File: src/inc/stepper_pkg.sv
package stepper_pkg;

   // ---------------------------------------------------------------
   // Timing
   // ---------------------------------------------------------------
   localparam int CLK_NS = 8;
   localparam int DIR_SETUP_NS = 7000;
   localparam int MODE_HOLD_NS = 7000;
   localparam int RESET_MIN_NS = 10000;
   localparam int MAX_PPS = 9000;
   localparam int CNT_W = 16;
   // Least times round up to whole cycles
   localparam int DIR_SETUP_CYC = (DIR_SETUP_NS + CLK_NS - 1) / CLK_NS;
   localparam int MODE_HOLD_CYC = (MODE_HOLD_NS + CLK_NS - 1) / CLK_NS;
   localparam int RESET_MIN_CYC = (RESET_MIN_NS + CLK_NS - 1) / CLK_NS;
   localparam int MIN_STEP_CYC =
      (1000000000 + MAX_PPS * CLK_NS - 1) / (MAX_PPS * CLK_NS);
   localparam logic [CNT_W-1:0] DIR_SETUP_CNT = CNT_W'(DIR_SETUP_CYC);
   localparam logic [CNT_W-1:0] MODE_HOLD_CNT = CNT_W'(MODE_HOLD_CYC);
   localparam logic [CNT_W-1:0] RESET_MIN_CNT = CNT_W'(RESET_MIN_CYC);
   localparam logic [CNT_W-1:0] MIN_STEP_CNT = CNT_W'(MIN_STEP_CYC);

   // ---------------------------------------------------------------
   // Register map
   // ---------------------------------------------------------------
   localparam int PADDR_W = 8;
   localparam logic [PADDR_W-1:0] ADDR_CTRL = 8'h00;
   localparam logic [PADDR_W-1:0] ADDR_STATUS = 8'h04;
   localparam logic [PADDR_W-1:0] ADDR_FLAGS = 8'h08;
   localparam logic [PADDR_W-1:0] ADDR_POSITION = 8'h0c;
   localparam int CTRL_INIT_BIT = 0;
   localparam int CTRL_OFF_BIT = 1;
   localparam logic CTRL_OFF_RST = 1'b0;
   localparam int ST_RUN_BIT = 0;
   localparam int ST_INIT_BIT = 1;
   localparam int ST_EN_BIT = 2;
   localparam int ST_HOME_BIT = 3;
   localparam int ST_PHASE_LSB = 4;
   localparam int ST_COIL_LSB = 8;
   localparam int FLAG_W = 3;
   localparam int FLAG_DIR_BIT = 0;
   localparam int FLAG_MODE_BIT = 1;
   localparam int FLAG_SPEED_BIT = 2;
   localparam int POS_W = 16;
   localparam int PHASE_W = 3;
   localparam int COIL_W = 4;
   localparam logic [PHASE_W-1:0] PHASE_RST = 3'h0;

   // ---------------------------------------------------------------
   // Pin vector layout and states
   // ---------------------------------------------------------------
   localparam int PIN_STEP = 0;
   localparam int PIN_DIR = 1;
   localparam int PIN_EN = 2;
   localparam int PIN_MODE = 3;
   localparam int PIN_RST_N = 4;
   localparam int PIN_HOME = 5;
   localparam int PIN_N = 6;

   typedef enum logic [1:0] {ST_INIT, ST_IDLE, ST_RUN} drive_state_t;

endpackage : stepper_pkg

File: src/inc/seq_if.sv
`timescale 1ns/100ps
interface seq_if;
   import stepper_pkg::*;
   logic step;
   logic dir;
   logic half;
   logic energise;
   logic init;
   logic [PHASE_W-1:0] phase;
   logic [COIL_W-1:0] coils;
   modport ctl(output step, dir, half, energise, init, input phase, coils);
   modport seq(input step, dir, half, energise, init, output phase, coils);
endinterface : seq_if

File: src/logic/scan_stepper_drive_control.sv
// Register access over APB and the placing of the registers were left to the implementer.
`timescale 1ns/100ps
// Contract
// RL1: Each step pulse advances the carriage motor by one step.
// RL2: Controller keeps step pulses at or below 9000 per second.
// RL3: Stepping circuit starts working at the first step pulse.
// RL4: Direction high turns clockwise, low counterclockwise.
// RL5: Direction stable from 7 us before first pulse until after last.
// RL6: Enable high energises windings; enable low removes all excitation.
// RL7: Mode select not changed within 7 us after the first pulse.
// RL8: Reset low for 10 us or more initialises the whole driver.
// RL9: Driver resets itself automatically at power-up.
// RL10: Controller homes carriage using the home position sensor.
// RL11: Feeder scans hold carriage at shading then scanning position.
// RL12: Controller steps only with reset released and excitation on.
module scan_stepper_drive_control #(
   parameter logic [stepper_pkg::CNT_W-1:0] MIN_STEP_CYC =
      stepper_pkg::MIN_STEP_CNT
) (
   // Clock, reset, clock enable
   input wire logic pclk,
   input wire logic presetn,
   input wire logic ce,
   // APB slave
   input wire logic [stepper_pkg::PADDR_W-1:0] paddr,
   input wire logic psel,
   input wire logic penable,
   input wire logic pwrite,
   input wire logic [31:0] pwdata,
   output logic [31:0] prdata,
   output logic pready,
   output logic pslverr,
   // Driver pins from the controller and the home position sensor
   input wire logic step_pulse_in,
   input wire logic rotation_direction,
   input wire logic excitation_enable,
   input wire logic excitation_mode_select,
   input wire logic driver_reset_n,
   input wire logic home_position_sensor,
   // Winding drive {b_n, a_n, b, a}
   output logic [stepper_pkg::COIL_W-1:0] carriage_motor
);
   import stepper_pkg::*;

   // ---------------------------------------------------------------
   // Declarations
   // ---------------------------------------------------------------
   seq_if sq ();
   logic [PIN_N-1:0] pins;
   logic step_d_reg;
   logic dir_d_reg;
   logic mode_d_reg;
   drive_state_t state_reg;
   drive_state_t state_next;
   logic [CNT_W-1:0] rst_cnt_reg;
   logic [CNT_W-1:0] init_cnt_reg;
   logic [CNT_W-1:0] dir_age_reg;
   logic [CNT_W-1:0] mode_age_reg;
   logic [CNT_W-1:0] gap_reg;
   logic [FLAG_W-1:0] flags_reg;
   logic [FLAG_W-1:0] flags_next;
   logic [FLAG_W-1:0] flag_set;
   logic [FLAG_W-1:0] flag_clr;
   logic [POS_W-1:0] position_reg;
   logic ctrl_off_reg;
   logic soft_init_reg;
   logic step_rise;
   logic dir_chg;
   logic mode_chg;
   logic rst_long;
   logic reset_req;
   logic init_done;
   logic setup;
   logic access;
   logic wr;
   logic sel_ctrl;
   logic sel_status;
   logic sel_flags;
   logic sel_pos;
   logic mapped;
   logic [31:0] rdata;
   logic [31:0] status_word;

   if (MIN_STEP_CYC == '0) begin : g_chk
      $error("MIN_STEP_CYC must be at least one cycle");
   end

   // ---------------------------------------------------------------
   // Pin synchronisers and sequencer
   // ---------------------------------------------------------------
   pin_sync #(
      .W(PIN_N)
   ) u_sync (
      .pclk(pclk),
      .presetn(presetn),
      .ce(ce),
      .d({home_position_sensor, driver_reset_n, excitation_mode_select,
          excitation_enable, rotation_direction, step_pulse_in}),
      .q(pins)
   );

   phase_sequencer u_seq (
      .pclk(pclk),
      .presetn(presetn),
      .ce(ce),
      .sq(sq.seq)
   );

   // ---------------------------------------------------------------
   // Pin events
   // ---------------------------------------------------------------
   // Edges on the synchronised pins
   assign step_rise = pins[PIN_STEP] && !step_d_reg;
   assign dir_chg = pins[PIN_DIR] != dir_d_reg;
   assign mode_chg = pins[PIN_MODE] != mode_d_reg;
   // RL8: long reset low
   assign rst_long = rst_cnt_reg >= RESET_MIN_CNT;
   assign reset_req = rst_long || soft_init_reg;
   assign init_done = (init_cnt_reg >= RESET_MIN_CNT) && !reset_req;

   // Previous pin levels
   always_ff @(posedge pclk or negedge presetn) begin
      if (!presetn) begin
         step_d_reg <= 1'b0;
         dir_d_reg <= 1'b0;
         mode_d_reg <= 1'b0;
      end else if (ce) begin
         step_d_reg <= pins[PIN_STEP];
         dir_d_reg <= pins[PIN_DIR];
         mode_d_reg <= pins[PIN_MODE];
      end
   end

   // ---------------------------------------------------------------
   // Drive state machine
   // ---------------------------------------------------------------
   // RL3: first pulse starts stepping
   always_comb begin
      case (state_reg)
         ST_INIT: state_next = init_done ? ST_IDLE : ST_INIT;
         ST_IDLE: begin
            if (reset_req) begin
               state_next = ST_INIT;
            end else if (step_rise) begin
               state_next = ST_RUN;
            end else begin
               state_next = ST_IDLE;
            end
         end
         ST_RUN: state_next = reset_req ? ST_INIT : ST_RUN;
         default: state_next = ST_INIT;
      endcase
   end

   // RL9: power-up starts in init
   always_ff @(posedge pclk or negedge presetn) begin
      if (!presetn) begin
         state_reg <= ST_INIT;
      end else if (ce) begin
         state_reg <= state_next;
      end
   end

   // RL8: reset low time, init time
   always_ff @(posedge pclk or negedge presetn) begin
      if (!presetn) begin
         rst_cnt_reg <= '0;
         init_cnt_reg <= '0;
      end else if (ce) begin
         if (pins[PIN_RST_N]) begin
            rst_cnt_reg <= '0;
         end else if (!rst_long) begin
            rst_cnt_reg <= CNT_W'(rst_cnt_reg + 1'b1);
         end
         if (state_reg != ST_INIT || reset_req) begin
            init_cnt_reg <= '0;
         end else if (!init_done) begin
            init_cnt_reg <= CNT_W'(init_cnt_reg + 1'b1);
         end
      end
   end

   // RL1: one step per pulse edge
   assign sq.step = step_rise && (state_reg != ST_INIT);
   // RL4: direction level
   assign sq.dir = pins[PIN_DIR];
   assign sq.half = pins[PIN_MODE];
   // RL6: excitation gate
   assign sq.energise = (state_reg == ST_RUN) && pins[PIN_EN]
                        && !ctrl_off_reg;
   assign sq.init = state_reg == ST_INIT;
   assign carriage_motor = sq.coils;

   // ---------------------------------------------------------------
   // Controller timing monitors
   // ---------------------------------------------------------------
   // RL5: direction setup and hold
   assign flag_set[FLAG_DIR_BIT] =
      (sq.step && dir_age_reg < DIR_SETUP_CNT)
      || (dir_chg && pins[PIN_STEP]);
   // RL7: mode hold after first pulse
   assign flag_set[FLAG_MODE_BIT] = mode_chg && (state_reg == ST_RUN)
                                    && mode_age_reg < MODE_HOLD_CNT;
   // RL2: step rate limit
   assign flag_set[FLAG_SPEED_BIT] = sq.step && (state_reg == ST_RUN)
                                     && gap_reg < MIN_STEP_CYC;
   // Set wins over write-one-to-clear
   assign flags_next = (flags_reg & ~flag_clr) | flag_set;

   // Ages of last direction change, first pulse and last pulse
   always_ff @(posedge pclk or negedge presetn) begin
      if (!presetn) begin
         dir_age_reg <= '0;
         mode_age_reg <= '0;
         gap_reg <= '0;
         flags_reg <= '0;
      end else if (ce) begin
         flags_reg <= flags_next;
         if (dir_chg) begin
            dir_age_reg <= '0;
         end else if (dir_age_reg < DIR_SETUP_CNT) begin
            dir_age_reg <= CNT_W'(dir_age_reg + 1'b1);
         end
         if (state_reg != ST_RUN) begin
            mode_age_reg <= '0;
         end else if (mode_age_reg < MODE_HOLD_CNT) begin
            mode_age_reg <= CNT_W'(mode_age_reg + 1'b1);
         end
         if (sq.step) begin
            gap_reg <= '0;
         end else if (gap_reg < MIN_STEP_CYC) begin
            gap_reg <= CNT_W'(gap_reg + 1'b1);
         end
      end
   end

   // ---------------------------------------------------------------
   // APB slave
   // ---------------------------------------------------------------
   // Address decode and phases
   assign setup = psel && !penable;
   assign access = psel && penable && pready;
   assign sel_ctrl = paddr == ADDR_CTRL;
   assign sel_status = paddr == ADDR_STATUS;
   assign sel_flags = paddr == ADDR_FLAGS;
   assign sel_pos = paddr == ADDR_POSITION;
   assign mapped = sel_ctrl || sel_status || sel_flags || sel_pos;
   assign wr = access && pwrite && mapped;
   assign flag_clr = (wr && sel_flags) ? pwdata[FLAG_W-1:0] : '0;

   // Status word from live state
   always_comb begin
      status_word = '0;
      status_word[ST_RUN_BIT] = state_reg == ST_RUN;
      status_word[ST_INIT_BIT] = state_reg == ST_INIT;
      status_word[ST_EN_BIT] = sq.energise;
      status_word[ST_HOME_BIT] = pins[PIN_HOME];
      status_word[ST_PHASE_LSB +: PHASE_W] = sq.phase;
      status_word[ST_COIL_LSB +: COIL_W] = sq.coils;
   end

   // Read data select
   assign rdata = sel_ctrl ? {30'h0, ctrl_off_reg, 1'b0}
                : sel_status ? status_word
                : sel_flags ? {{(32 - FLAG_W){1'b0}}, flags_reg}
                : sel_pos ? {16'h0, position_reg}
                : 32'h0;

   // Answer registered from the setup cycle
   always_ff @(posedge pclk or negedge presetn) begin
      if (!presetn) begin
         pready <= 1'b0;
         pslverr <= 1'b0;
         prdata <= '0;
      end else if (ce) begin
         pready <= setup;
         pslverr <= setup && !mapped;
         prdata <= (setup && !pwrite) ? rdata : '0;
      end
   end

   // Control register and soft init pulse
   always_ff @(posedge pclk or negedge presetn) begin
      if (!presetn) begin
         ctrl_off_reg <= CTRL_OFF_RST;
         soft_init_reg <= 1'b0;
      end else if (ce) begin
         soft_init_reg <= wr && sel_ctrl && pwdata[CTRL_INIT_BIT];
         if (wr && sel_ctrl) begin
            ctrl_off_reg <= pwdata[CTRL_OFF_BIT];
         end
      end
   end

   // Step position counter; a step wins over a write
   always_ff @(posedge pclk or negedge presetn) begin
      if (!presetn) begin
         position_reg <= '0;
      end else if (ce) begin
         if (sq.init) begin
            position_reg <= '0;
         end else if (sq.step) begin
            position_reg <= POS_W'(position_reg
                            + (sq.dir ? 16'h0001 : 16'hffff));
         end else if (wr && sel_pos) begin
            position_reg <= pwdata[POS_W-1:0];
         end
      end
   end

endmodule : scan_stepper_drive_control

File: src/logic/pin_sync.sv
`timescale 1ns/100ps
module pin_sync #(
   parameter int W = 1
) (
   // Clock and reset
   input wire logic pclk,
   input wire logic presetn,
   input wire logic ce,
   // Pins in, synchronised out
   input wire logic [W-1:0] d,
   output logic [W-1:0] q
);

   logic [W-1:0] s1_reg;

   if (W < 1) begin : g_chk
      $error("pin_sync needs W of at least 1");
   end

   // Two flops per pin, first one read only by the second
   always_ff @(posedge pclk or negedge presetn) begin
      if (!presetn) begin
         s1_reg <= '0;
         q <= '0;
      end else if (ce) begin
         s1_reg <= d;
         q <= s1_reg;
      end
   end

endmodule : pin_sync

File: src/logic/phase_sequencer.sv
`timescale 1ns/100ps
module phase_sequencer (
   // Clock and reset
   input wire logic pclk,
   input wire logic presetn,
   input wire logic ce,
   // Control side
   seq_if.seq sq
);
   import stepper_pkg::*;

   logic [PHASE_W-1:0] delta;
   logic [PHASE_W-1:0] phase_next;
   logic [PHASE_W-1:0] phase_show;

   // Coil pattern per half-step position: {b_n, a_n, b, a}
   function automatic logic [COIL_W-1:0] coil_map(
      input logic [PHASE_W-1:0] p);
      case (p)
         3'h0: coil_map = 4'h1;
         3'h1: coil_map = 4'h3;
         3'h2: coil_map = 4'h2;
         3'h3: coil_map = 4'h6;
         3'h4: coil_map = 4'h4;
         3'h5: coil_map = 4'hc;
         3'h6: coil_map = 4'h8;
         default: coil_map = 4'h9;
      endcase
   endfunction : coil_map

   // Half mode moves one position; full mode lands on two-coil positions
   assign delta = (sq.half || !sq.phase[0]) ? 3'h1 : 3'h2;
   assign phase_next = sq.dir ? PHASE_W'(sq.phase + delta)
                              : PHASE_W'(sq.phase - delta);
   assign phase_show = sq.step ? phase_next : sq.phase;

   // Phase position and registered coil drive
   always_ff @(posedge pclk or negedge presetn) begin
      if (!presetn) begin
         sq.phase <= PHASE_RST;
         sq.coils <= '0;
      end else if (ce) begin
         if (sq.init) begin
            sq.phase <= PHASE_RST;
            sq.coils <= '0;
         end else begin
            if (sq.step) begin
               sq.phase <= phase_next;
            end
            sq.coils <= sq.energise ? coil_map(phase_show) : '0;
         end
      end
   end

endmodule : phase_sequencer

File: config.mk
export PLATFORM = sky130hd
export DESIGN_NAME = scan_stepper_drive_control
export DESIGN_NICKNAME = d
export VERILOG_FILES = /design/src/inc/stepper_pkg.sv /design/src/inc/seq_if.sv /design/src/logic/scan_stepper_drive_control.sv /design/src/logic/pin_sync.sv /design/src/logic/phase_sequencer.sv
export SDC_FILE = /design/constraint.sdc
export NUM_CORES = 1
export LEC_CHECK = 0
export BUFFER_PORTS_ARGS = -buffer_cell sky130_fd_sc_hd__buf_2
export CORE_ASPECT_RATIO = 2
export CORE_MARGIN = 2
export CORE_UTILIZATION = 50
export CTS_CLUSTER_DIAMETER = 200
export DETAILED_ROUTE_END_ITERATION = 10
export PLACE_DENSITY = 0.81
export SETUP_SLACK_MARGIN = 0.1
export SLEW_MARGIN = 20
export SYNTH_ARGS = -nofsm -noshare
export SYNTH_HDL_FRONTEND = slang
export SYNTH_SLANG_ARGS = --single-unit
export TNS_END_PERCENT = 10
File: constraint.sdc
create_clock -name pclk -period 6.86 [get_ports pclk]
set_clock_uncertainty 0.2 [all_clocks]
set_input_delay 1.372 -clock pclk [delete_from_list [all_inputs] [get_ports pclk]]
set_output_delay 1.372 -clock pclk [all_outputs]
set_load 0.01 [all_outputs]
==> qor.yml, run 1 <==
die:
  die_w_um: 91.5
  io_pins: 90
  die_h_um: 179
  start_util: 0.505
  core_um2: 15100
  num_rows: 64
  dieArea_um2: 16400
critical_path:
  rr_worst_depth: 9
  path_cells: "buf_2 -> nand2_1 -> o31ai_1 -> nand2_1 -> nor2_1 -> a22o_1"
  reg2reg_slack_ns: 3.64
  timing.rr.start: "u_sync.q[1]"
  cpMaxStageDelayCell: "nand2_1"
  crit_family: "simple AND/OR/NAND/NOR gates"
  critPathLaunchType: "input port"
  r2r_end: "position_reg[14]"
  cp.arrival_ns: 3.48
  crit_path_end_kind: "flip-flop"
  critical-path-max-stage-delay_ns: 0.60
  crit_buf_inv: 1
  crit_required_ns: 7.01
  path_max_fanout: 29
  cpMostUsedCell: "nand2_1"
  critPathKind: "in2reg"
detailed_routing:
  dr_total_vias: 6153
  drt-total-wl_um: 17400
  drt-initial-drc-count: 428
  antenna_left: 0
  viasPerCell: 5.79
  dr.pass1.iters: 5
  drc: 0
  wire_per_inst_um: 16.4
sta:
  rsz0062_at_grt: "no"
  fin_setup_tns_ns: 0
  tightest_slew_ns: 0.968
  max_freq_ghz: 0.301
  timing_hold_violations_final: 0
  period_needed_ns: 3.32
  period_share: 0.484
  slew_viol_final: 0
  finalSetupViolCount: 0
  relSlewSlack: 0.352
clock_tree:
  cts.path.max_buffers: 2
  post-cts-setup-buffer-count: 0
  cts.sinks: 143
  cts_buffers: 17
  cts_tree: "yes"
  cts.reportedPaths.clkPinSlew_ns: 0.06
  holdBufCountCts: 0
  clk_latency_ns: 0.42
  cts_root_buffer: "clkbuf_16"
  h-tree-depth: 4
  ctsResizeCount: 0
job:
  cap_violations: 0
power:
  p_leak_nw: 3.94
  p_per_area_nw_per_um2: 335
  total_power_w: 0.00290
  ir_drop_uv: 186
synth:
  synth_seq_cells: 143
  synthFlopType: "dfrtp_1"
  ys_warn_count: 0
  synth_cell_type_count: 70
  synth_edf_count: 0
  syn-instance-count: 802
  avgSynthCellArea_um2: 9.54
  seq_area_frac_synth: 0.468
  synth_area_um2: 7650
  async_reset_ff_frac: 1.00
finish:
  fin_cells: 1062
  nFillCells: 1272
  layout_commonest_cell: "dfrtp_1"
  mostFrequentLayoutCells: "dfrtp_1 (143), nand2_1 (82), nor2_1 (82), buf_2 (56)"
  diodes: 0
  drive_gt1_frac: 0.137
  fin_nets: 927
  area_growth_pct: 13.2
status:
  status: "completed"
hold_path:
  hp-start: "dir_age_reg[11]"
  hold_path_depth: 1
  worst_hold_path_type: "reg2reg"
  hold_end: "dir_age_reg[11]"
global_routing:
  antenna_found_initial: 0
  grt_remaining_overflow: 0
  grt_pass1_wl_um: 29200
  grt_pass1_vias: 6216
  grt_max_degree: 81
  grt_usage: 0.221
place:
  hpwl_um: 11500
  gp_congestion: 0.912
  port_buffers: 57
  place_inst: 1030
==> cell families after synthesis <==
family / Yosys count / share of synthesized area
muxes: 29 / 0.0422
AOI/OAI and AO/OA: 164 / 0.146
adders and majority gates: 24 / 0.0412
other: 1 / 0.000490
and+or+nand+nor: 301 / 0.191
xor gates and xnor gates: 49 / 0.0561
buffers and inverters: 91 / 0.0551
DFF: 143 / 0.468
==> layer usage <==
metal	up-vias	part of all wire	routed length (um)	track usage
met5	-	0	0	0
met1	3024	0.41	7220	0.268
li1	2901	-	-	-
met4	0	0.022	389	0.0821
met2	189	0.51	8910	0.387
met3	39	0.051	891	0.0446
==> stage by stage <==
stage,cell area [um2],util,worst slack [ns],hold slack [ns]
floorplan,7700,-,3.89,0.243
global placement,8020,0.530,3.18,0.266
detailed placement,8020,0.530,3.11,0.272
CTS,8660,0.572,3.57,0.292
global route,8660,0.572,3.35,0.308
finish,8660,0.572,3.54,0.288
==> final cells by class <==
| type | instances | area (um2) | area share |
|---|---|---|---|
| clock buffers | 18 | 429 | 0.0496 |
| clock inverters | 14 | 208 | 0.0240 |
| inverters | 45 | 169 | 0.0195 |
| multi-input cells | 583 | 3700 | 0.428 |
| flip-flops and latches | 143 | 3580 | 0.413 |
| well taps | 198 | 248 | 0.0286 |
| repair buffers | 61 | 322 | 0.0371 |
==> report_power, final <==
part           internal, W  switching (W)  total (W)
sequential        0.000952       0.000129    0.00108
clock             0.000617       0.000384    0.00100
combinational     0.000326       0.000493   0.000819
total              0.00190        0.00101    0.00290
==> worst max path at each step <==
stage,start,endpoint,slack (ns),cells past startpoint
2_1_floorplan,ce,init_cnt_reg[6],3.89,6
3_3_place_gp,paddr[3],position_reg[3],3.18,6
3_5_place_dp,ce,init_cnt_reg[9],3.11,8
4_1_cts,ce,init_cnt_reg[6],3.57,8
5_1_grt,u_sync.q[1],position_reg[12],3.35,9
6_report,paddr[3],position_reg[4],3.54,6
==> synth_stat cells, drive strengths merged, types with 5 or more instances <==
cell type	n	area share
o211ai	6	0.0059
nor2	83	0.041
o21ai	47	0.031
a21o	5	0.0049
a21oi	29	0.019
mux2i	12	0.016
nor4	8	0.0065
nand3	20	0.013
buf	28	0.023
ha	22	0.036
xor2	27	0.031
or3	12	0.0098
a41oi	5	0.0057
nand4	23	0.019
xnor2	22	0.025
nand2	83	0.041
clkbuf	17	0.0083
and2	20	0.016
mux2	16	0.024
nand2b	5	0.0041
nor2b	13	0.011
a211oi	7	0.0069
o22ai	14	0.011
and3	8	0.0065
o31ai	13	0.013
dfrtp	143	0.47
nor3	14	0.010
inv	45	0.022
o221ai	5	0.0057
==> worst reg2reg max path: cells and delay by family, from the launching register on <==
kind                     cells  cell delay (ns)
buffers and inverters        1             0.56
AO/OA/AOI/OAI                4             0.96
multiplexers                 1             0.26
flip-flops                   1             0.44
adder cells (fa/ha/maj)      1             0.43
AND/OR/NAND/NOR              2             0.21
(Power assumes the default switching activity.)
==> run 2: changes to the inputs <==
==> constraint.sdc (replaced) <==
create_clock -name pclk -period 3.1 [get_ports pclk]
set_clock_uncertainty 0.2 [all_clocks]
set_input_delay 0.62 -clock pclk [delete_from_list [all_inputs] [get_ports pclk]]
set_output_delay 0.62 -clock pclk [all_outputs]
set_load 0.01 [all_outputs]
==> qor.yml, run 2 (same netlist as run 1, synthesis figures left out) <==
status:
  status: "completed"  # unchanged
sta:
  timing_hold_violations_final: 0  # unchanged
  setup_ws_ns: 0.236  # was 3.54 ns
  tightest_slew_ns: 0.764  # was 0.968 ns
  finalSetupViolCount: 0  # unchanged
  rsz0062_at_grt: "no"  # unchanged
  slew_viol_final: 0  # unchanged
  hold_ws_ns: 0.113  # was 0.288 ns
  fin_setup_tns_ns: 0  # unchanged
  period_share: 0.924
  period_needed_ns: 2.86
  max_freq_ghz: 0.349
  relSlewSlack: 0.491  # was 0.352
clock_tree:
  cts_buffers: 17  # unchanged
  h-tree-depth: 4  # unchanged
  holdBufCountCts: 0  # unchanged
  cts.path.max_buffers: 2  # unchanged
  cts.reportedPaths.clkPinSlew_ns: 0.06  # about the same
  cts_tree: "yes"  # unchanged
  cts_root_buffer: "clkbuf_16"  # unchanged
  cts.sinks: 143  # unchanged
  clk_latency_ns: 0.42  # about the same
place:
  hpwl_um: 11400  # was 11500 um
  pre_cts_ws_ns: 0.163  # was 3.11 ns
  gp_congestion: 0.896  # was 0.912
  port_buffers: 57  # unchanged
  place_inst: 1037  # was 1030
finish:
  mostFrequentLayoutCells: "dfrtp_1 (142), nand2_1 (82), nor2_1 (82), buf_2 (56), o21ai_0 (45)"  # was dfrtp_1 (143), nand2_1 (82), nor2_1 (82), buf_2 (56)
  fin_util: 0.580  # was 0.572
  area_growth_pct: 14.8  # was 13.2%
  diodes: 0  # unchanged
  multi_input_area_um2: 3710  # was 3700 um2
  nFillCells: 1234  # was 1272
  drive_gt1_frac: 0.152  # was 0.137
  fin_nets: 939  # was 927
  layout_commonest_cell: "dfrtp_1"  # unchanged
  fin_cells: 1074  # was 1062
  seqCellArea_um2: 3580  # about the same
die:
  dieArea_um2: 16400  # unchanged
  io_pins: 90  # unchanged
  num_rows: 64  # unchanged
  die_h_um: 179  # unchanged
  die_w_um: 91.5  # unchanged
  start_util: 0.505  # unchanged
  core_um2: 15100  # unchanged
detailed_routing:
  viasPerCell: 5.72  # was 5.79
  wire_per_inst_um: 16.4  # about the same
  dr.pass1.iters: 5  # unchanged
  drt-initial-drc-count: 462  # was 428
  dr_total_vias: 6144  # was 6153
  drt-total-wl_um: 17600  # was 17400 um
  antenna_left: 0  # unchanged
  drc: 0  # unchanged
critical_path:
  crit_path_end_kind: "flip-flop"  # unchanged
  rr_worst_depth: 9  # unchanged
  critPathLaunchType: "flip-flop"  # was input port
  timing.rr.start: "u_sync.q[1]"  # unchanged
  reg2reg_slack_ns: 0.24  # was 3.64 ns
  cp.arrival_ns: 2.97  # was 3.48 ns
  r2r_end: "position_reg[13]"  # was position_reg[14]
  crit_required_ns: 3.20  # was 7.01 ns
  critPathKind: "reg2reg"  # was in2reg
  path_max_fanout: 5  # was 29
  crit_start: "u_sync.q[1]"  # was paddr[3]
  path_cells: "clkinvlp_4 -> ha_1 -> a2111oi_0 -> nor4b_1 -> nand2_1 -> o21bai_1 -> nand4_1 -> o31ai_1 -> a221o_1"  # was buf_2 -> nand2_1 -> o31ai_1 -> nand2_1 -> nor2_1 -> a22o_1
  worstSetupEndpoint: "position_reg[13]"  # was position_reg[4]
  critical-path-max-stage-delay_ns: 0.58  # was 0.60 ns
  cpMaxStageDelayCell: "a2111oi_0"  # was nand2_1
global_routing:
  grt_usage: 0.225  # was 0.221
  antenna_found_initial: 0  # unchanged
  grt_remaining_overflow: 0  # unchanged
  grt_max_degree: 144  # was 81
  grt_pass1_vias: 6220  # was 6216
  grt_pass1_wl_um: 29700  # was 29200 um
hold_path:
  worst_hold_path_type: "in2async"  # was reg2reg
power:
  p_leak_nw: 3.99  # was 3.94 nW
  ir_drop_uv: 470  # was 186 uV
  p_per_area_nw_per_um2: 739  # was 335 nW/um2
job:
  cap_violations: 0  # unchanged
==> run 2: worst min-delay path by stage <==
stage | startpoint | to | slack, ns
global route | presetn | u_seq.sq.coils[3] | 0.18
finish | presetn | position_reg[6] | 0.11
global placement | flags_reg[1] | flags_reg[1] | 0.26
detailed placement | flags_reg[2] | flags_reg[2] | 0.27
floorplan | presetn | ctrl_off_reg | 0.12
CTS | presetn | position_reg[10] | 0.15
==> run 2: layer usage <==
layer | share of wire | track usage | wire [um]
met2 | 0.51 | 0.386 | 8990
met3 | 0.054 | 0.0504 | 947
met5 | 0 | 0 | 0
met4 | 0.024 | 0.0846 | 417
met1 | 0.41 | 0.274 | 7290
==> run 2: power breakdown <==
part | internal [W] | leakage, nW | switching, W
Combinational | 0.000761 | 1.77 | 0.00114
Clock | 0.00136 | 0.308 | 0.000819
Sequential | 0.00211 | 1.92 | 0.000299
Total | 0.00423 | 3.99 | 0.00225
==> run 2: timing repair <==
item                       in CTS  in global routing
setup endpoints to repair       0                  8
gates resized for setup         0                  4
buffers inserted                0                  4
==> run 2: layout make-up <==
class,count,share of cell area
multi-input combinational,583,0.422
sequential,143,0.408
clock buffer,22,0.0552
timing repair buffer,72,0.0489
tap,198,0.0282
inverter,45,0.0197
clock inverter,10,0.0171
timing repair inverter,1,0.000855
==> run 2: worst max-delay path, delay by kind of cell (launching register included) <==
| family | cells | cell delay, ns |
|---|---|---|
| and+or+nand+nor | 3 | 0.42 |
| buffers and inverters | 1 | 0.19 |
| DFF | 1 | 0.44 |
| adders and majority gates | 1 | 0.39 |
| AOI/OAI and AO/OA | 4 | 1.12 |
==> run 2: stage by stage <==
| step | power (W) | instance area (um2) |
|---|---|---|
| 2_1_floorplan | 0.00374 | 7700 |
| 3_3_place_gp | 0.00413 | 8100 |
| 3_5_place_dp | 0.00421 | 8100 |
| 4_1_cts | 0.00642 | 8730 |
| 5_1_grt | 0.00684 | 8780 |
| 6_report | 0.00649 | 8780 |
